### src/slave_decode_pkg.sv
// Behaviour
// - Match master address bits 16..20 against the page setting to select memory.
// - Memory cycles reach slave memory only after an acknowledged service request.
// - Each compare setting bit reads 0 with jumper fitted, 1 when absent.
// - Extended page setting defaults to 10H.
// - Match address bits 0..7 against the port setting in I/O cycles.
// - I/O port setting defaults to 3FH.
// - Internal peripherals decode at 000H-120H, or 400H-520H with option fitted.
// - Internal write strobe uses normal write; option selects early write.
// - Optional single wait state on ready during pSYNC of memory accesses.
// - DRAM bank select from address bit 19; option serves 256K population.
// - Slave interrupt routes to exactly one of eight vectored lines.
// - Upper-range option: respond to memory only while A21 is high.
// - Baud clocks from timer by default; connector sources, tx and rx separate.
// - Address bits 0..15 select a location in the mapped 64K window.
package slave_decode_pkg;
    localparam logic [4:0] page_reset = 5'h10;
    localparam logic [7:0] port_reset = 8'h3f;
    localparam logic [11:0] io_legacy_base = 12'h000;
    localparam logic [11:0] io_legacy_top = 12'h120;
    localparam logic [11:0] io_new_base = 12'h400;
    localparam logic [11:0] io_new_top = 12'h520;
    localparam int page_msb = 20;
    localparam int page_lsb = 16;
    localparam int range_bit = 21;
    localparam int bank_bit_1m = 19;
    localparam int bank_bit_256k = 17;
    localparam logic [7:0] addr_ctrl = 8'h00;
    localparam logic [7:0] addr_page = 8'h04;
    localparam logic [7:0] addr_port = 8'h08;
    localparam logic [7:0] addr_status = 8'h0c;
    localparam logic [7:0] addr_mask = 8'h10;
    localparam logic [7:0] addr_count = 8'h14;
    localparam int ctrl_legacy = 0;
    localparam int ctrl_early_wr = 1;
    localparam int ctrl_wait = 2;
    localparam int ctrl_mem256 = 3;
    localparam int ctrl_upper = 4;
    localparam int ctrl_ack = 5;
    localparam int ctrl_vi_lsb = 8;
    localparam int ctrl_clk_lsb = 12;
    localparam logic [15:0] ctrl_reset = 16'h0000;
    localparam int ev_mem = 0;
    localparam int ev_io = 1;
    localparam int ev_refused = 2;
    localparam int ev_irq = 3;
    localparam int ev_count = 4;
endpackage

### src/slave_bus_address_decode.sv
`timescale 1ns/100ps
module slave_bus_address_decode (
    // Clock, reset, enable
    input wire logic pclk,
    input wire logic presetn,
    input wire logic ce,
    // APB slave
    input wire logic psel,
    input wire logic penable,
    input wire logic pwrite,
    input wire logic [7:0] paddr,
    input wire logic [31:0] pwdata,
    output logic [31:0] prdata,
    output logic pready,
    output logic pslverr,
    output logic irq,
    // Master bus inputs
    input wire logic bus_clk,
    input wire logic [21:0] bus_addr,
    input wire logic s_memr,
    input wire logic s_inp,
    input wire logic s_out,
    input wire logic p_sync,
    input wire logic p_wr_n,
    input wire logic p_dbin,
    input wire logic mwrite,
    input wire logic slave_clr,
    // Master bus outputs
    output logic rdy,
    output logic [7:0] vi_n_out,
    output logic [7:0] vi_n_oe,
    // Slave side
    input wire logic slave_irq,
    input wire logic [11:0] int_io_addr,
    input wire logic int_io_wr,
    input wire logic int_io_wr_early,
    input wire logic timer_tx_clk_a,
    input wire logic timer_rx_clk_a,
    input wire logic timer_tx_clk_b,
    input wire logic timer_rx_clk_b,
    input wire logic conn_tx_clk_a,
    input wire logic conn_rx_clk_a,
    input wire logic conn_tx_clk_b,
    input wire logic conn_rx_clk_b,
    // Decode results
    output logic mem_select,
    output logic port_select,
    output logic [15:0] mem_offset,
    output logic dram_bank,
    output logic int_io_select,
    output logic [8:0] int_io_offset,
    output logic int_io_strobe,
    output logic serial_tx_clk_a,
    output logic serial_rx_clk_a,
    output logic serial_tx_clk_b,
    output logic serial_rx_clk_b
);
    // Bus inputs cross into pclk through two flops each.
    // The write strobe crosses in its active-high sense so that reset leaves it idle.
    localparam int nsync = 31;
    logic [nsync-1:0] raw_in;
    logic [nsync-1:0] sy;
    assign raw_in = {bus_clk, bus_addr, s_memr, s_inp, s_out, p_sync, ~p_wr_n, p_dbin,
        mwrite, slave_clr};

    sync2 #(.width(nsync)) u_sync (
        .pclk(pclk),
        .presetn(presetn),
        .ce(ce),
        .d(raw_in),
        .q(sy)
    );

    logic bclk_s;
    logic [21:0] addr_s;
    logic memr_s;
    logic inp_s;
    logic out_s;
    logic sync_s;
    logic wr_n_s;
    logic wr_s;
    logic dbin_s;
    logic mwrite_s;
    logic clr_s;
    assign {bclk_s, addr_s, memr_s, inp_s, out_s, sync_s, wr_s, dbin_s, mwrite_s, clr_s} = sy;
    assign wr_n_s = ~wr_s;

    logic bclk_rise;
    edge_detect u_edge (
        .pclk(pclk),
        .presetn(presetn),
        .ce(ce),
        .level(bclk_s),
        .rise(bclk_rise),
        .fall()
    );

    // Configuration and status registers.
    logic [15:0] ctrl_q;
    logic [4:0] page_jumper_q;
    logic [7:0] port_jumper_q;
    logic [4:0] status_q;
    logic [4:0] mask_q;
    logic [15:0] count_q;
    logic ack_q;

    // Jumper fitted reads 0: the stored jumper word is the inverse of the setting.
    logic [4:0] page_setting;
    logic [7:0] port_setting;
    assign page_setting = ~page_jumper_q;
    assign port_setting = ~port_jumper_q;

    // Address compares.
    logic page_match;
    logic range_ok;
    logic mem_cycle;
    logic io_cycle;
    logic port_match;
    logic mem_hit;
    assign page_match = addr_s[slave_decode_pkg::page_msb:slave_decode_pkg::page_lsb]
        == page_setting;
    assign range_ok = ctrl_q[slave_decode_pkg::ctrl_upper] ? addr_s[slave_decode_pkg::range_bit]
        : ~addr_s[slave_decode_pkg::range_bit];
    assign mem_cycle = memr_s | mwrite_s | ~wr_n_s & ~inp_s & ~out_s;
    assign io_cycle = inp_s | out_s;
    assign port_match = io_cycle & (addr_s[7:0] == port_setting);
    assign mem_hit = mem_cycle & page_match & range_ok;
    assign mem_select = mem_hit & ack_q;
    assign port_select = port_match;
    assign mem_offset = addr_s[15:0];

    // Bank select source.
    assign dram_bank = ctrl_q[slave_decode_pkg::ctrl_mem256]
        ? addr_s[slave_decode_pkg::bank_bit_256k]
        : addr_s[slave_decode_pkg::bank_bit_1m];

    // Internal peripheral map.
    function automatic logic in_window(input logic [11:0] a, input logic [11:0] lo,
        input logic [11:0] hi);
        in_window = (a >= lo) && (a <= hi);
    endfunction

    logic [11:0] io_base;
    logic [11:0] io_top;
    logic [11:0] io_diff;
    assign io_base = ctrl_q[slave_decode_pkg::ctrl_legacy] ? slave_decode_pkg::io_new_base
        : slave_decode_pkg::io_legacy_base;
    assign io_top = ctrl_q[slave_decode_pkg::ctrl_legacy] ? slave_decode_pkg::io_new_top
        : slave_decode_pkg::io_legacy_top;
    assign io_diff = int_io_addr - io_base;
    assign int_io_select = in_window(int_io_addr, io_base, io_top);
    assign int_io_offset = io_diff[8:0];
    assign int_io_strobe = int_io_select & (ctrl_q[slave_decode_pkg::ctrl_early_wr]
        ? int_io_wr_early : int_io_wr);

    // Baud clock sources; bits select connector per clock.
    logic [3:0] clk_src;
    assign clk_src = ctrl_q[slave_decode_pkg::ctrl_clk_lsb +: 4];
    assign serial_tx_clk_a = clk_src[0] ? conn_tx_clk_a : timer_tx_clk_a;
    assign serial_rx_clk_a = clk_src[1] ? conn_rx_clk_a : timer_rx_clk_a;
    assign serial_tx_clk_b = clk_src[2] ? conn_tx_clk_b : timer_tx_clk_b;
    assign serial_rx_clk_b = clk_src[3] ? conn_rx_clk_b : timer_rx_clk_b;

    // Interrupt routing to a single open-drain vectored line.
    logic [2:0] vi_sel;
    logic irq_sync;
    assign vi_sel = ctrl_q[slave_decode_pkg::ctrl_vi_lsb +: 3];
    sync2 #(.width(1)) u_irq_sync (
        .pclk(pclk),
        .presetn(presetn),
        .ce(ce),
        .d(slave_irq),
        .q(irq_sync)
    );
    genvar gi;
    generate
        for (gi = 0; gi < 8; gi++) begin : g_vi
            assign vi_n_out[gi] = 1'b0;
            assign vi_n_oe[gi] = irq_sync & (vi_sel == 3'(gi));
        end
    endgenerate

    // Wait state: one bus clock of not-ready from pSYNC of a memory access.
    typedef enum logic [1:0] {
        ws_idle = 2'b00,
        ws_hold = 2'b01,
        ws_done = 2'b10
    } ws_state_e;
    ws_state_e ws_q;
    ws_state_e ws_d;
    logic wait_start;
    // Writes raise their strobe only after pSYNC, so the status alone marks a memory cycle here.
    assign wait_start = ctrl_q[slave_decode_pkg::ctrl_wait] & sync_s & ~io_cycle & page_match
        & range_ok & ack_q;
    always_comb begin
        ws_d = ws_q;
        case (ws_q)
            ws_idle: begin
                if (wait_start) begin
                    ws_d = ws_hold;
                end
            end
            ws_hold: begin
                if (bclk_rise) begin
                    ws_d = ws_done;
                end
            end
            ws_done: begin
                if (!sync_s) begin
                    ws_d = ws_idle;
                end
            end
            default: ws_d = ws_idle;
        endcase
    end
    assign rdy = ~(ws_q == ws_hold);

    // Service acknowledge follows the I/O handshake: a master command write to the
    // port confirms, slave clear withdraws it unless ctrl_ack or a confirm in the same cycle sets it.
    logic port_write;
    logic ack_set;
    logic ack_clr;
    assign port_write = port_match & out_s & ~wr_n_s;
    assign ack_set = port_write | ctrl_q[slave_decode_pkg::ctrl_ack];
    assign ack_clr = clr_s;

    // Events and edge detection of them.
    logic mem_ev_lvl;
    logic io_ev_lvl;
    logic ref_ev_lvl;
    logic mem_prev_q;
    logic io_prev_q;
    logic ref_prev_q;
    logic irq_prev_q;
    logic [4:0] ev;
    assign mem_ev_lvl = mem_select;
    assign io_ev_lvl = port_match;
    assign ref_ev_lvl = mem_hit & ~ack_q;
    assign ev[slave_decode_pkg::ev_mem] = mem_ev_lvl & ~mem_prev_q;
    assign ev[slave_decode_pkg::ev_io] = io_ev_lvl & ~io_prev_q;
    assign ev[slave_decode_pkg::ev_refused] = ref_ev_lvl & ~ref_prev_q;
    assign ev[slave_decode_pkg::ev_irq] = irq_sync & ~irq_prev_q;
    assign ev[slave_decode_pkg::ev_count] = bclk_rise & mem_select;

    // APB decode.
    logic acc;
    logic wr_en;
    logic rd_en;
    logic hit;
    logic [31:0] rd_mux;
    assign acc = psel & penable;
    assign wr_en = acc & pwrite & ce;
    assign rd_en = acc & ~pwrite & ce;
    assign hit = (paddr == slave_decode_pkg::addr_ctrl) | (paddr == slave_decode_pkg::addr_page)
        | (paddr == slave_decode_pkg::addr_port) | (paddr == slave_decode_pkg::addr_status)
        | (paddr == slave_decode_pkg::addr_mask) | (paddr == slave_decode_pkg::addr_count);
    assign pready = 1'b1;
    assign pslverr = acc & ~hit;
    logic status_rd;
    logic rd_setup;
    logic wr_ctrl;
    logic wr_page;
    logic wr_port;
    logic wr_mask;
    assign status_rd = rd_en & (paddr == slave_decode_pkg::addr_status);
    // Read data is latched in the setup phase so that it stands when pready is sampled.
    assign rd_setup = psel & ~penable & ~pwrite & ce;
    assign wr_ctrl = wr_en & (paddr == slave_decode_pkg::addr_ctrl);
    assign wr_page = wr_en & (paddr == slave_decode_pkg::addr_page);
    assign wr_port = wr_en & (paddr == slave_decode_pkg::addr_port);
    assign wr_mask = wr_en & (paddr == slave_decode_pkg::addr_mask);
    always_comb begin
        case (paddr)
            slave_decode_pkg::addr_ctrl: rd_mux = {16'h0000, ctrl_q};
            slave_decode_pkg::addr_page: rd_mux = {27'h0000000, page_setting};
            slave_decode_pkg::addr_port: rd_mux = {24'h000000, port_setting};
            slave_decode_pkg::addr_status: rd_mux = {26'h0000000, ack_q, status_q};
            slave_decode_pkg::addr_mask: rd_mux = {27'h0000000, mask_q};
            slave_decode_pkg::addr_count: rd_mux = {16'h0000, count_q};
            default: rd_mux = 32'h00000000;
        endcase
    end
    assign irq = |(status_q & mask_q);

    always_ff @(posedge pclk or negedge presetn) begin
        if (!presetn) begin
            ctrl_q <= slave_decode_pkg::ctrl_reset;
            page_jumper_q <= ~slave_decode_pkg::page_reset;
            port_jumper_q <= ~slave_decode_pkg::port_reset;
            mask_q <= 5'h00;
            prdata <= 32'h00000000;
        end else if (ce) begin
            if (wr_ctrl) begin
                ctrl_q <= pwdata[15:0];
            end
            if (wr_page) begin
                page_jumper_q <= ~pwdata[4:0];
            end
            if (wr_port) begin
                port_jumper_q <= ~pwdata[7:0];
            end
            if (wr_mask) begin
                mask_q <= pwdata[4:0];
            end
            if (rd_setup) begin
                prdata <= rd_mux;
            end
        end
    end

    // Events win over the clearing read.
    always_ff @(posedge pclk or negedge presetn) begin
        if (!presetn) begin
            status_q <= 5'h00;
        end else if (ce) begin
            // Only the bits handed out by the read are cleared, so a later event is kept.
            status_q <= (status_rd ? status_q & ~prdata[4:0] : status_q) | ev;
        end
    end

    always_ff @(posedge pclk or negedge presetn) begin
        if (!presetn) begin
            ack_q <= 1'b0;
            ws_q <= ws_idle;
            mem_prev_q <= 1'b0;
            io_prev_q <= 1'b0;
            ref_prev_q <= 1'b0;
            irq_prev_q <= 1'b0;
            count_q <= 16'h0000;
        end else if (ce) begin
            ack_q <= ack_set | (ack_q & ~ack_clr);
            ws_q <= ws_d;
            mem_prev_q <= mem_ev_lvl;
            io_prev_q <= io_ev_lvl;
            ref_prev_q <= ref_ev_lvl;
            irq_prev_q <= irq_sync;
            if (ev[slave_decode_pkg::ev_count]) begin
                count_q <= count_q + 16'h0001;
            end
        end
    end
endmodule // slave_bus_address_decode

### src/sync2.sv
`timescale 1ns/100ps
module sync2 #(
    parameter int width = 1
) (
    // Clock and reset
    input wire logic pclk,
    input wire logic presetn,
    input wire logic ce,
    // Data
    input wire logic [width-1:0] d,
    output logic [width-1:0] q
);
    logic [width-1:0] meta_q;
    always_ff @(posedge pclk or negedge presetn) begin
        if (!presetn) begin
            meta_q <= '0;
            q <= '0;
        end else if (ce) begin
            meta_q <= d;
            q <= meta_q;
        end
    end
endmodule // sync2

### src/edge_detect.sv
`timescale 1ns/100ps
module edge_detect (
    // Clock and reset
    input wire logic pclk,
    input wire logic presetn,
    input wire logic ce,
    // Level in, edge pulses out
    input wire logic level,
    output logic rise,
    output logic fall
);
    logic prev_q;
    always_ff @(posedge pclk or negedge presetn) begin
        if (!presetn) begin
            prev_q <= 1'b0;
        end else if (ce) begin
            prev_q <= level;
        end
    end
    assign rise = ce & level & ~prev_q;
    assign fall = ce & ~level & prev_q;
endmodule // edge_detect

### config.mk
export PLATFORM = sky130hd
export DESIGN_NAME = slave_bus_address_decode
export DESIGN_NICKNAME = d
export VERILOG_FILES = /design/src/slave_decode_pkg.sv /design/src/slave_bus_address_decode.sv /design/src/sync2.sv /design/src/edge_detect.sv
export SDC_FILE = /design/constraint.sdc
export NUM_CORES = 1
export LEC_CHECK = 0
export BUFFER_PORTS_ARGS = -buffer_cell sky130_fd_sc_hd__buf_2
export CAP_MARGIN = 10
export CORE_UTILIZATION = 57
export CTS_BUF_LIST = sky130_fd_sc_hd__clkbuf_8 sky130_fd_sc_hd__clkbuf_16
export DETAILED_ROUTE_END_ITERATION = 8
export HOLD_SLACK_MARGIN = 0.03
export PLACE_DENSITY = 0.95
export SLEW_MARGIN = 10
export SYNTH_ARGS = -nofsm -noshare
export SYNTH_HDL_FRONTEND = slang
export SYNTH_SLANG_ARGS = --single-unit
### constraint.sdc
create_clock -name pclk -period 5.12 [get_ports pclk]
set_input_delay 0.256 -clock pclk [delete_from_list [all_inputs] [get_ports pclk]]
set_output_delay 0.256 -clock pclk [all_outputs]
set_load 0.1 [all_outputs]
==> results of run 1 <==
[stage by stage]
step                cells  hold WS [ns]  util (%)  worst slack (ns)  cell area (sq um)
global route          875        0.0527      69.1              2.19               7990
floorplan             623       -0.0396         -             0.844               6950
detailed placement    836         0.273      63.6              2.42               7360
global placement      836         0.255      63.6              2.51               7360
finish                875        0.0516      69.1              2.34               7990
CTS                   875        0.0313      69.1              2.35               7990
[logic make-up after synthesis]
group,Yosys count,synth area share [%]
other,2,0.109
AO/OA/AOI/OAI,91,8.36
AND/OR/NAND/NOR,153,12.2
flip-flops,141,51.5
adder cells (fa/ha/maj),3,0.547
XOR/XNOR,29,3.70
buffers and inverters,91,8.36
multiplexers,90,15.3
[registers in the layout, indices dropped and copies added (netlist names), 2 cells and up]
| signal | count |
|---|---|
| ctrl_q | 16 |
| mask_q | 5 |
| page_jumper_q | 5 |
| u_sync.meta_q | 30 |
| status_q | 5 |
| u_sync.q | 30 |
| ws_q | 2 |
| port_jumper_q | 8 |
| prdata | 16 |
| count_q | 16 |
[cell type report]
cell class	count	area (sq um)	area share (%)
Clock buffer	22	494	6.19
Clock inverter	10	65.1	0.815
Inverter	16	62.6	0.783
Multi-Input combinational cell	391	2840	35.6
Sequential cell	141	3540	44.3
Tap cell	143	179	2.24
Timing Repair Buffer	152	807	10.1
[path summary, 6_finish.rpt]
check	from	to	slack, ns	cells after the start
setup / recovery	ctrl_q[4]$_DFFE_PN0P_	mem_select	2.34	5
hold / removal	pwdata[3]	page_jumper_q[3]$_DFFE_PN1P_	0.05	2
setup reg to reg	ctrl_q[4]$_DFFE_PN0P_	count_q[15]$_DFFE_PN0P_	2.87	5
hold reg to reg	irq_prev_q$_DFFE_PN0P_	status_q[3]$_DFFE_PN0P_	0.45	1
max in group asynchronous	presetn	u_sync.meta_q[7]$_DFFE_PN0P_	3.34	3
min in group asynchronous	presetn	u_sync.meta_q[4]$_DFFE_PN0P_	0.38	2
[worst max-delay path, delay by kind of cell, from the launching register on]
family	cells	cell delay (ns)
buf+inv	1	0.45
simple gates	3	1.04
xor+xnor	1	0.18
flops	1	0.43
[power by group through the flow]
| stage | logic [W] | clock network, W | registers [W] |
|---|---|---|---|
| final | 0.000545 | 0.00114 | 0.00124 |
| after global routing | 0.000572 | 0.00121 | 0.00125 |
| after CTS | 0.000547 | 0.00116 | 0.00124 |
| after detailed placement | 0.000541 | 0 | 0.00126 |
| after global placement | 0.000527 | 0 | 0.00125 |
| after floorplan | 0.000472 | 0 | 0.00125 |
[cells in the mapped netlist, drive strengths merged (3+ instances only)]
master	count
dfrtp	135
mux2	88
buf	62
nand2	62
o21ai	41
nor2	26
xor2	22
a22oi	16
inv	16
a21oi	13
clkbuf	13
nor3	12
nand3	11
nor4	10
xnor2	7
dfstp	6
nand2b	6
nand4	6
a211oi	4
a221oi	3
a222oi	3
and3	3
and4b	3
ha	3
nor4b	3
[cells in the final DEF (no fill, tap or decap), types with 3 or more instances in the layout]
cell           Yosys  routed
nand2b_1           5       5
inv_1             15      23
dfrtp_1          135     135
a221oi_1           3       3
a222oi_1           3       3
a211oi_1           4       4
conb_1             2      25
nor2_1            25      25
buf_2              6     142
xnor2_1            7       7
mux2_2            78      78
dlygate4sd3_1      0       7
nor4_1             7       7
ha_1               3       3
clkbuf_16          0      17
a22oi_1           16      16
and3_1             3       3
o21ai_0           32      32
nor3_1            11      11
nand3_1            9       9
a21oi_1           13      13
clkbuf_8           0       5
xor2_1            22      22
mux2_4            10      10
dfstp_2            6       6
nand2_1           62      62
o21ai_1            9       9
nand4_1            6       6
[what timing repair did]
item,CTS,global route
setup endpoints to repair,0,0
hold buffers,7,0
setup buffers,0,0
hold endpoints to repair,67,0
[metal layers]
metal  vias up  global-route usage, %
li1       2275                      -
met1      2395                   33.7
met3        26                   5.99
met5         -                      0
met2       192                   44.6
met4         0                   9.91
==> summary.txt, run 1 <==
Outcome
  • Status: finished, violations left
  • Failing checks: DRC

Power and ir drop
  • Leakage power: 3.82 nW
  • Sequential power share: 42.3%
  • Logic pwr share: 18.6%
  • Pwr Total: 0.00292 W
  • Psw: 0.000893 W
  • Power share of the clock group: 39.0%
  • Sw Ratio: 30.5%
  • Internal power: 0.00203 W
  • Worst vdd ir: 0.296 mV
  • PwrDens: 366 nW/um^2

Drt
  • Residual DRC: 23
  • Met1 WL: 6650 um
  • Routed WL: 15600 um
  • Via count of the routed design: 4888
  • Top sig layer: met4
  • 1st-iter DRT viols: 308
  • Antenna Nets Post-Route: 0
  • Wirelength per Cell: 17.9 um
  • Drt pass-1 iters: 7
  • Drt via density: 5.59
  • Metal2 WL: 7880 um
  • Metal3 WL: 837 um

CTS
  • CTS tree: done
  • CTS clk-pin slew, worst paths: 0.05 ns
  • Clock latency on the worst-skew pair: 0.42 ns
  • Maximum buffer depth of the clock tree: 2
  • Clock root cell: clkbuf_16
  • Resized cells post-CTS: 0
  • CTS Buf Count: 17
  • CTS Sinks: 141
  • H-Tree Depth: 4

Die
  • Ports: 186
  • Row count: 39
  • Effective utilization at floorplan: 59.4%
  • Die height: 112 um
  • Chip Width: 112 um
  • Core Region: 11600 sq um
  • Die area: 12500 sq um

Setup path
  • Crit path largest cell delay: 0.45 ns
  • Critical Path, Cell by Cell: xor2_1 > nor4_2 > nand3_2 > nor2_1 > buf_2
  • Setup crit start kind: register
  • Worst endpoint required time: 4.86 ns
  • Slowest stage cell, crit path: nor4_2
  • Crit path kind: reg -> out
  • Crit. End Element: output pin
  • CP Data Arrival Time: 2.52 ns
  • CP Max Fanout: 17

Yosys
  • Synth Warn #: 0
  • Share of the synthesized area in the top cell type: 49.2%
  • Asr flop ratio synth: 100%
  • EDFF count, synth: 0
  • Sequential area share after synthesis: 51.5%
  • Post-synthesis cell count: 600
  • Post-synth top area cell: dfrtp_1
  • Synth cell types: 61
  • Post-Syn Area: 6870 sq um
  • Top_reg_cell synth: dfrtp_1
  • FF+latch count, synth: 141
  • Syn_area_per_cell: 11.4 sq um
  • Area contributors post-synth: dfrtp_1, mux2_2, buf_4

STA
  • RSZ-0062 raised after global routing: false
  • Final Skew: 0.00972 ns
  • Max frequency: 360 MHz
  • Slew headroom: 20.6%
  • Max-slew violations: 0
  • Post-layout min period: 2.78 ns
  • Final Hold Fails: 0
  • Worst slew pin tran: 1.19 ns
  • Final Cycle Share: 54.2%
  • Setup TNS Final: 0 ns
  • Setup violators final: 0

Flow run
  • Max cap viols: 0

Global route
  • GRT Overall Usage: 26.6%
  • First-pass GRT wire length: 25200 um
  • Global route total overflow: 0
  • Antenna violations before repair: 0
  • Largest net degree at the start of global routing: 81
  • Vias in the first global route: 4914

Placed design
  • Detailed Place HPWL: 11300 um
  • Routability cong.: 0.850
  • Port bufs: 143

Cells and area
  • Nets: 822
  • Layout cells sized above 1: 38.1%
  • # fillers: 864
  • Syn-to-layout area delta: 16.3%
  • Antenna cells: 0

Min path
  • Hold WC Path Type: in -> reg
Note: power is estimated with default switching activity, not from simulation.
==> run 2, diff against run 1 <==
- ABC_AREA: unset -> 1
- CORE_UTILIZATION: 57 -> 54
- PLACE_DENSITY: 0.95 -> 0.91
- clock period: 5.12 -> 2.65 ns (I/O delays scaled with it)
==> run 2 against run 1 <==
The run now ends clean. Combinational power is 110% higher. Global-route usage grew 2.6 points. Synthesized area up 7.7%. Routed wire length grew 26%. Synthesized cell count increased by 61%. Sequential power increased by 91%.
==> summary.txt, run 2 <==
Yosys
  • Most common cell in the synthesized netlist: nand2_1
  • Synth cell count leaders: nand2_1, dfrtp_1, inv_1, nor2_1, o21ai_0
  • Sequential area share after synthesis: 47.8%
  • Asr flop ratio synth: 100%
  • FF+latch count, synth: 141
  • Post-synthesis cell count: 964
  • Syn_area_per_cell: 7.67 sq um
  • Synth Warn #: 0
  • Post-synth top area cell: dfrtp_1
  • Top_reg_cell synth: dfrtp_1
  • Area contributors post-synth: dfrtp_1, nand2_1, buf_4
  • Synth cell types: 38
  • Post-Syn Area: 7400 sq um
  • EDFF count, synth: 0
  • Share of the synthesized area in the top cell type: 45.7%

Setup path
  • Worst endpoint required time: 2.52 ns
  • R2r startpoint: page_jumper_q[3]$_DFFE_PN1P_
  • CP Max Fanout: 6
  • Crit. End Element: output pin
  • Crit path kind: reg -> out
  • Reg2reg path depth: 9
  • Reg2reg end: count_q[6]$_DFFE_PN0P_
  • CP Data Arrival Time: 2.21 ns
  • R2R Setup Slk: 0.87 ns
  • Setup crit start kind: register

Cells and area
  • Most frequent cells in the layout: nand2_1, buf_2, dfrtp_1, inv_1, nor2_1
  • # fillers: 1051
  • Antenna cells: 0
  • Final Util: 68.0%
  • Register Area: 3540 sq um
  • Syn-to-layout area delta: 22.2%
  • Layout cells sized above 1: 19.1%
  • Commonest non-fill, non-tap cell in the layout: nand2_1
  • Final instance area: 9040 sq um
  • Multi-input gate area: 3110 sq um
  • Registers with the most flip-flops: u_sync.meta_q (30), u_sync.q (30)
  • Nets: 1230

STA
  • Worst slew pin tran: 0.657 ns
  • Min Hold Slack: 0.120 ns
  • Setup TNS Final: 0 ns
  • Setup ws final: 0.305 ns
  • Post-layout min period: 2.34 ns
  • Slew headroom: 56.2%
  • RSZ-0062 raised after global routing: false
  • Final Cycle Share: 88.5%
  • Setup violators final: 0
  • Max-slew violations: 0
  • Final Hold Fails: 0
  • Max frequency: 427 MHz
  • Final Skew: 0.0144 ns

Min path
  • Hold_sp: penable
  • Hold WC Path Type: in -> reg
  • Hold EP: prdata[1]$_DFFE_PN0P_
  • Hold depth: 4

CTS
  • Maximum buffer depth of the clock tree: 2
  • Clock root cell: clkbuf_16
  • Clock latency on the worst-skew pair: 0.42 ns
  • CTS tree: done
  • CTS Sinks: 141
  • H-Tree Depth: 4
  • Cts hold-fix bufs: 48
  • Resized cells post-CTS: 0
  • Setup Fix Bufs, Post-CTS: 0
  • CTS Buf Count: 17
  • CTS clk-pin slew, worst paths: 0.06 ns

Placed design
  • Routability cong.: 0.920
  • Detailed Place HPWL: 12900 um
  • Placement Cell Area: 7980 sq um
  • Port bufs: 143
  • Worst slack, placed: 0.711 ns

Die
  • Die area: 14200 sq um
  • Ports: 186
  • Row count: 42
  • Effective utilization at floorplan: 55.6%
  • Core Region: 13300 sq um
  • Chip Width: 119 um
  • Die height: 119 um

Global route
  • First-pass GRT wire length: 32800 um
  • Largest net degree at the start of global routing: 70
  • GRT Overall Usage: 29.1%
  • Vias in the first global route: 6944
  • Global route total overflow: 0
  • Antenna violations before repair: 0

Drt
  • 1st-iter DRT viols: 724
  • Wirelength per Cell: 14.9 um
  • Routed WL: 19700 um
  • Residual DRC: 0
  • Via count of the routed design: 7009
  • Antenna Nets Post-Route: 0
  • Drt via density: 5.33
  • Drt pass-1 iters: 6

Power and ir drop
  • Worst vdd ir: 0.486 mV
  • PwrDens: 645 nW/um^2
  • Leakage power: 4.79 nW

Flow run
  • Max cap viols: 0

Outcome
  • Status: completed
-- run 2: area by class of cell --
type / instances / share of cell area (%)
clock inverters: 12 / 1.26
multi-input cells: 686 / 34.5
well taps: 176 / 2.44
flip-flops and latches: 141 / 39.1
inverters: 81 / 3.36
clock buffers: 20 / 5.16
repair buffers: 200 / 14.2
-- run 2: worst max path at each step --
| stage | from | to | cells past startpoint |
|---|---|---|---|
| after CTS | page_jumper_q[0]$_DFFE_PN1P_ | mem_select | 8 |
| after detailed placement | ce | prdata[6]$_DFFE_PN0P_ | 6 |
| after global routing | ctrl_q[0]$_DFFE_PN0P_ | int_io_strobe | 8 |
| after floorplan | ctrl_q[3]$_DFFE_PN0P_ | dram_bank | 1 |
| final | page_jumper_q[0]$_DFFE_PN1P_ | mem_select | 8 |
| after global placement | ce | prdata[5]$_DFFE_PN0P_ | 6 |
-- run 2: cells by family (layout without fill, tap and decap cells) --
| family | count (synthesis) | in the layout | share of synthesized area, % |
|---|---|---|---|
| xor+xnor | 9 | 9 | 1.07 |
| compound gates | 91 | 91 | 6.60 |
| other cells | 2 | 25 | 0.102 |
| flops | 141 | 141 | 47.8 |
| simple gates | 554 | 554 | 31.9 |
| buf+inv | 160 | 313 | 11.3 |
| fa+ha+maj | 3 | 3 | 0.507 |
| mux | 4 | 4 | 0.744 |
-- run 2: power by group --
group / internal, W / leakage (nW) / switching, W
registers: 0.00228 / 1.78 / 0.0000937
clock network: 0.00137 / 0.280 / 0.000936
logic: 0.000231 / 2.73 / 0.000920
total: 0.00388 / 4.79 / 0.00195
-- run 2: per-layer routing --
metal / up-vias / GRT usage [%] / share of wire (%)
met2: 292 / 50.2 / 50
met4: 0 / 11.7 / 3.1
met1: 3374 / 35.2 / 40
met3: 63 / 6.66 / 6.5
li1: 3280 / - / -
met5: - / 0 / 0
-- run 2: critical path, stage by stage, from the launching register on --
cell,delay [ns]
dfstp_2,0.58
nor2_1,0.06
nor2_1,0.16
nand2_1,0.07
nor2_1,0.10
nand3_1,0.09
nor2_2,0.12
buf_4,0.18
buf_2,0.44
-- run 2: through the flow --
| step | power (W) | std cells |
|---|---|---|
| floorplan | 0.00330 | 987 |
| global placement | 0.00346 | 1236 |
| detailed placement | 0.00349 | 1236 |
| CTS | 0.00583 | 1316 |
| global route | 0.00603 | 1316 |
| finish | 0.00583 | 1316 |
==> run 3, diff against run 2 <==
- CORE_ASPECT_RATIO: unset -> 1.25
- CORE_UTILIZATION: 54 -> 48
- PLACE_DENSITY: 0.91 -> 0.83
==> run 3 against run 2 <==
Global-route usage shrank 4.0 points. Combinational power about the same. Maximum frequency shrank 0.57%. Setup slack worse by 0.013 ns. Die area rose by 12%. Total power is 7.7% higher. First-iteration DRC count down 34%. Flip-flop and latch count is the same. Register-to-register slack about the same. Hold slack got worse by 0.051 ns.
==> summary.txt, run 3 (synthesis gave the netlist of run 2 again) <==
Placed design
  • Detailed Place HPWL: 12800 um
  • Routability cong.: 0.940
  • Port bufs: 143

Setup path
  • Crit. End Element: output pin
  • Delay-heaviest family, CP: flip-flops
  • Crit path largest cell delay: 0.81 ns
  • Crit path kind: reg -> out
  • CP Data Arrival Time: 2.23 ns
  • Setup crit start kind: register
  • CP Max Fanout: 17
  • Slowest stage cell, crit path: dfrtp_1
  • Worst endpoint required time: 2.52 ns
  • Critical path buffers and inverters: 2
  • Critical Path, Cell by Cell: inv_1 > nor2_2 > buf_2

STA
  • Post-layout min period: 2.36 ns
  • Max frequency: 424 MHz
  • Setup violators final: 0
  • Final Cycle Share: 89.0%
  • Worst slew pin tran: 0.726 ns
  • Final Hold Fails: 0
  • Final Skew: 0.00710 ns
  • Max-slew violations: 0
  • Slew headroom: 51.6%
  • RSZ-0062 raised after global routing: false
  • Setup TNS Final: 0 ns

Cells and area
  • Most frequent cells in the layout: nand2_1, buf_2, dfrtp_1, inv_1, nor2_1
  • Registers with the most flip-flops: u_sync.meta_q (30), u_sync.q (30)
  • Syn-to-layout area delta: 23.7%
  • Multi-input gate area: 3110 sq um
  • # fillers: 1266
  • Commonest non-fill, non-tap cell in the layout: nand2_1
  • Antenna cells: 0
  • Layout cells sized above 1: 19.1%
  • Register Area: 3540 sq um
  • Nets: 1229

Die
  • Row count: 50
  • Chip Width: 113 um
  • Die area: 15900 sq um
  • Die height: 141 um
  • Core Region: 15000 sq um
  • Ports: 186
  • Effective utilization at floorplan: 49.3%

Min path
  • Hold WC Path Type: in -> reg

CTS
  • CTS Buf Count: 17
  • CTS Sinks: 141
  • H-Tree Depth: 4
  • Setup Fix Bufs, Post-CTS: 0
  • Clock latency on the worst-skew pair: 0.43 ns
  • Maximum buffer depth of the clock tree: 2
  • Cts hold-fix bufs: 48
  • Clock root cell: clkbuf_16
  • Resized cells post-CTS: 0
  • CTS tree: done
  • CTS clk-pin slew, worst paths: 0.06 ns

Power and ir drop
  • Logic pwr share: 18.1%
  • Sw Ratio: 30.5%
  • PwrDens: 686 nW/um^2
  • Internal power: 0.00436 W
  • Worst vdd ir: 0.763 mV
  • Psw: 0.00191 W
  • Pwr Total: 0.00628 W
  • Power share of the clock group: 44.0%
  • Sequential power share: 37.8%
  • Leakage power: 4.84 nW

Global route
  • Vias in the first global route: 6489
  • GRT Overall Usage: 25.2%
  • First-pass GRT wire length: 31200 um
  • Largest net degree at the start of global routing: 60
  • Antenna violations before repair: 0
  • Global route total overflow: 0

Flow run
  • Max cap viols: 0

Drt
  • Drt via density: 5.08
  • Routed WL: 19000 um
  • 1st-iter DRT viols: 475
  • Wirelength per Cell: 14.4 um
  • Via count of the routed design: 6705
  • Drt pass-1 iters: 5
  • Residual DRC: 0
  • Antenna Nets Post-Route: 0

Outcome
  • Status: completed
run 3: changes by cell type in the layout (fill, tap and decap cells not counted), sizes merged:
cell and change:
inv -3, buf -1, clkinvlp -1, clkbuf +1
clkinv -2, bufinv +5
run 3: path summary, 6_finish.rpt:
check	start	to	slack (ns)	depth (start not counted)
min in group asynchronous	presetn	status_q[4]$_DFFE_PN0P_	0.24	2
hold reg to reg	u_sync.q[17]$_DFFE_PN0P_	u_sync.q[17]$_DFFE_PN0P_	0.47	2
max in group asynchronous	presetn	port_jumper_q[6]$_DFFE_PN1P_	1.60	3
hold / removal	ce	status_q[0]$_DFFE_PN0P_	0.07	3
setup / recovery	ack_q$_DFFE_PN0P_	mem_select	0.29	3
setup reg to reg	u_sync.q[30]$_DFFE_PN0P_	count_q[11]$_DFFE_PN0P_	0.87	5
run 3: per-layer routing:
metal,wire length [um],share of wire (%),track usage [%]
met2,9910,52,43.2
met4,753,4.0,12.9
met1,7240,38,29.7
met3,1090,5.7,5.25
met5,0,0,0
run 3: final cells by class:
| type | instances | area share (%) |
|---|---|---|
| sequential | 141 | 38.7 |
| multi-input combinational | 686 | 34.0 |
| timing repair buffer | 199 | 13.9 |
| clock buffer | 21 | 5.25 |
| inverter | 81 | 3.32 |
| tap | 182 | 2.49 |
| clock inverter | 11 | 2.30 |
run 3: power by group through the flow:
| stage | combinational, W | sequential, W | clock (W) |
|---|---|---|---|
| 6_report | 0.00114 | 0.00238 | 0.00277 |
| 5_1_grt | 0.00121 | 0.00239 | 0.00287 |
| 4_1_cts | 0.00114 | 0.00237 | 0.00279 |
| 3_5_place_dp | 0.00107 | 0.00241 | 0 |
| 3_3_place_gp | 0.00106 | 0.00240 | 0 |
| 2_1_floorplan | 0.000807 | 0.00249 | 0 |
run 3: worst min-delay path, stage by stage:
cell and delay [ns]:
buf_2 0.17, nand3_1 0.11, nand2_1 0.05
run 3: metrics by stage:
stage / area [sq um] / utilization (%) / hold slack [ns] / worst slack [ns] / cells
after global placement: 7980 / 53.1 / 0.144 / 0.844 / 1241
after floorplan: 7480 / - / -0.163 / 0.00893 / 987
final: 9150 / 60.9 / 0.0694 / 0.292 / 1321
after global routing: 9150 / 60.9 / 0.0797 / 0.177 / 1321
after CTS: 9150 / 60.9 / 0.0620 / 0.338 / 1321
after detailed placement: 7980 / 53.1 / 0.148 / 0.815 / 1241
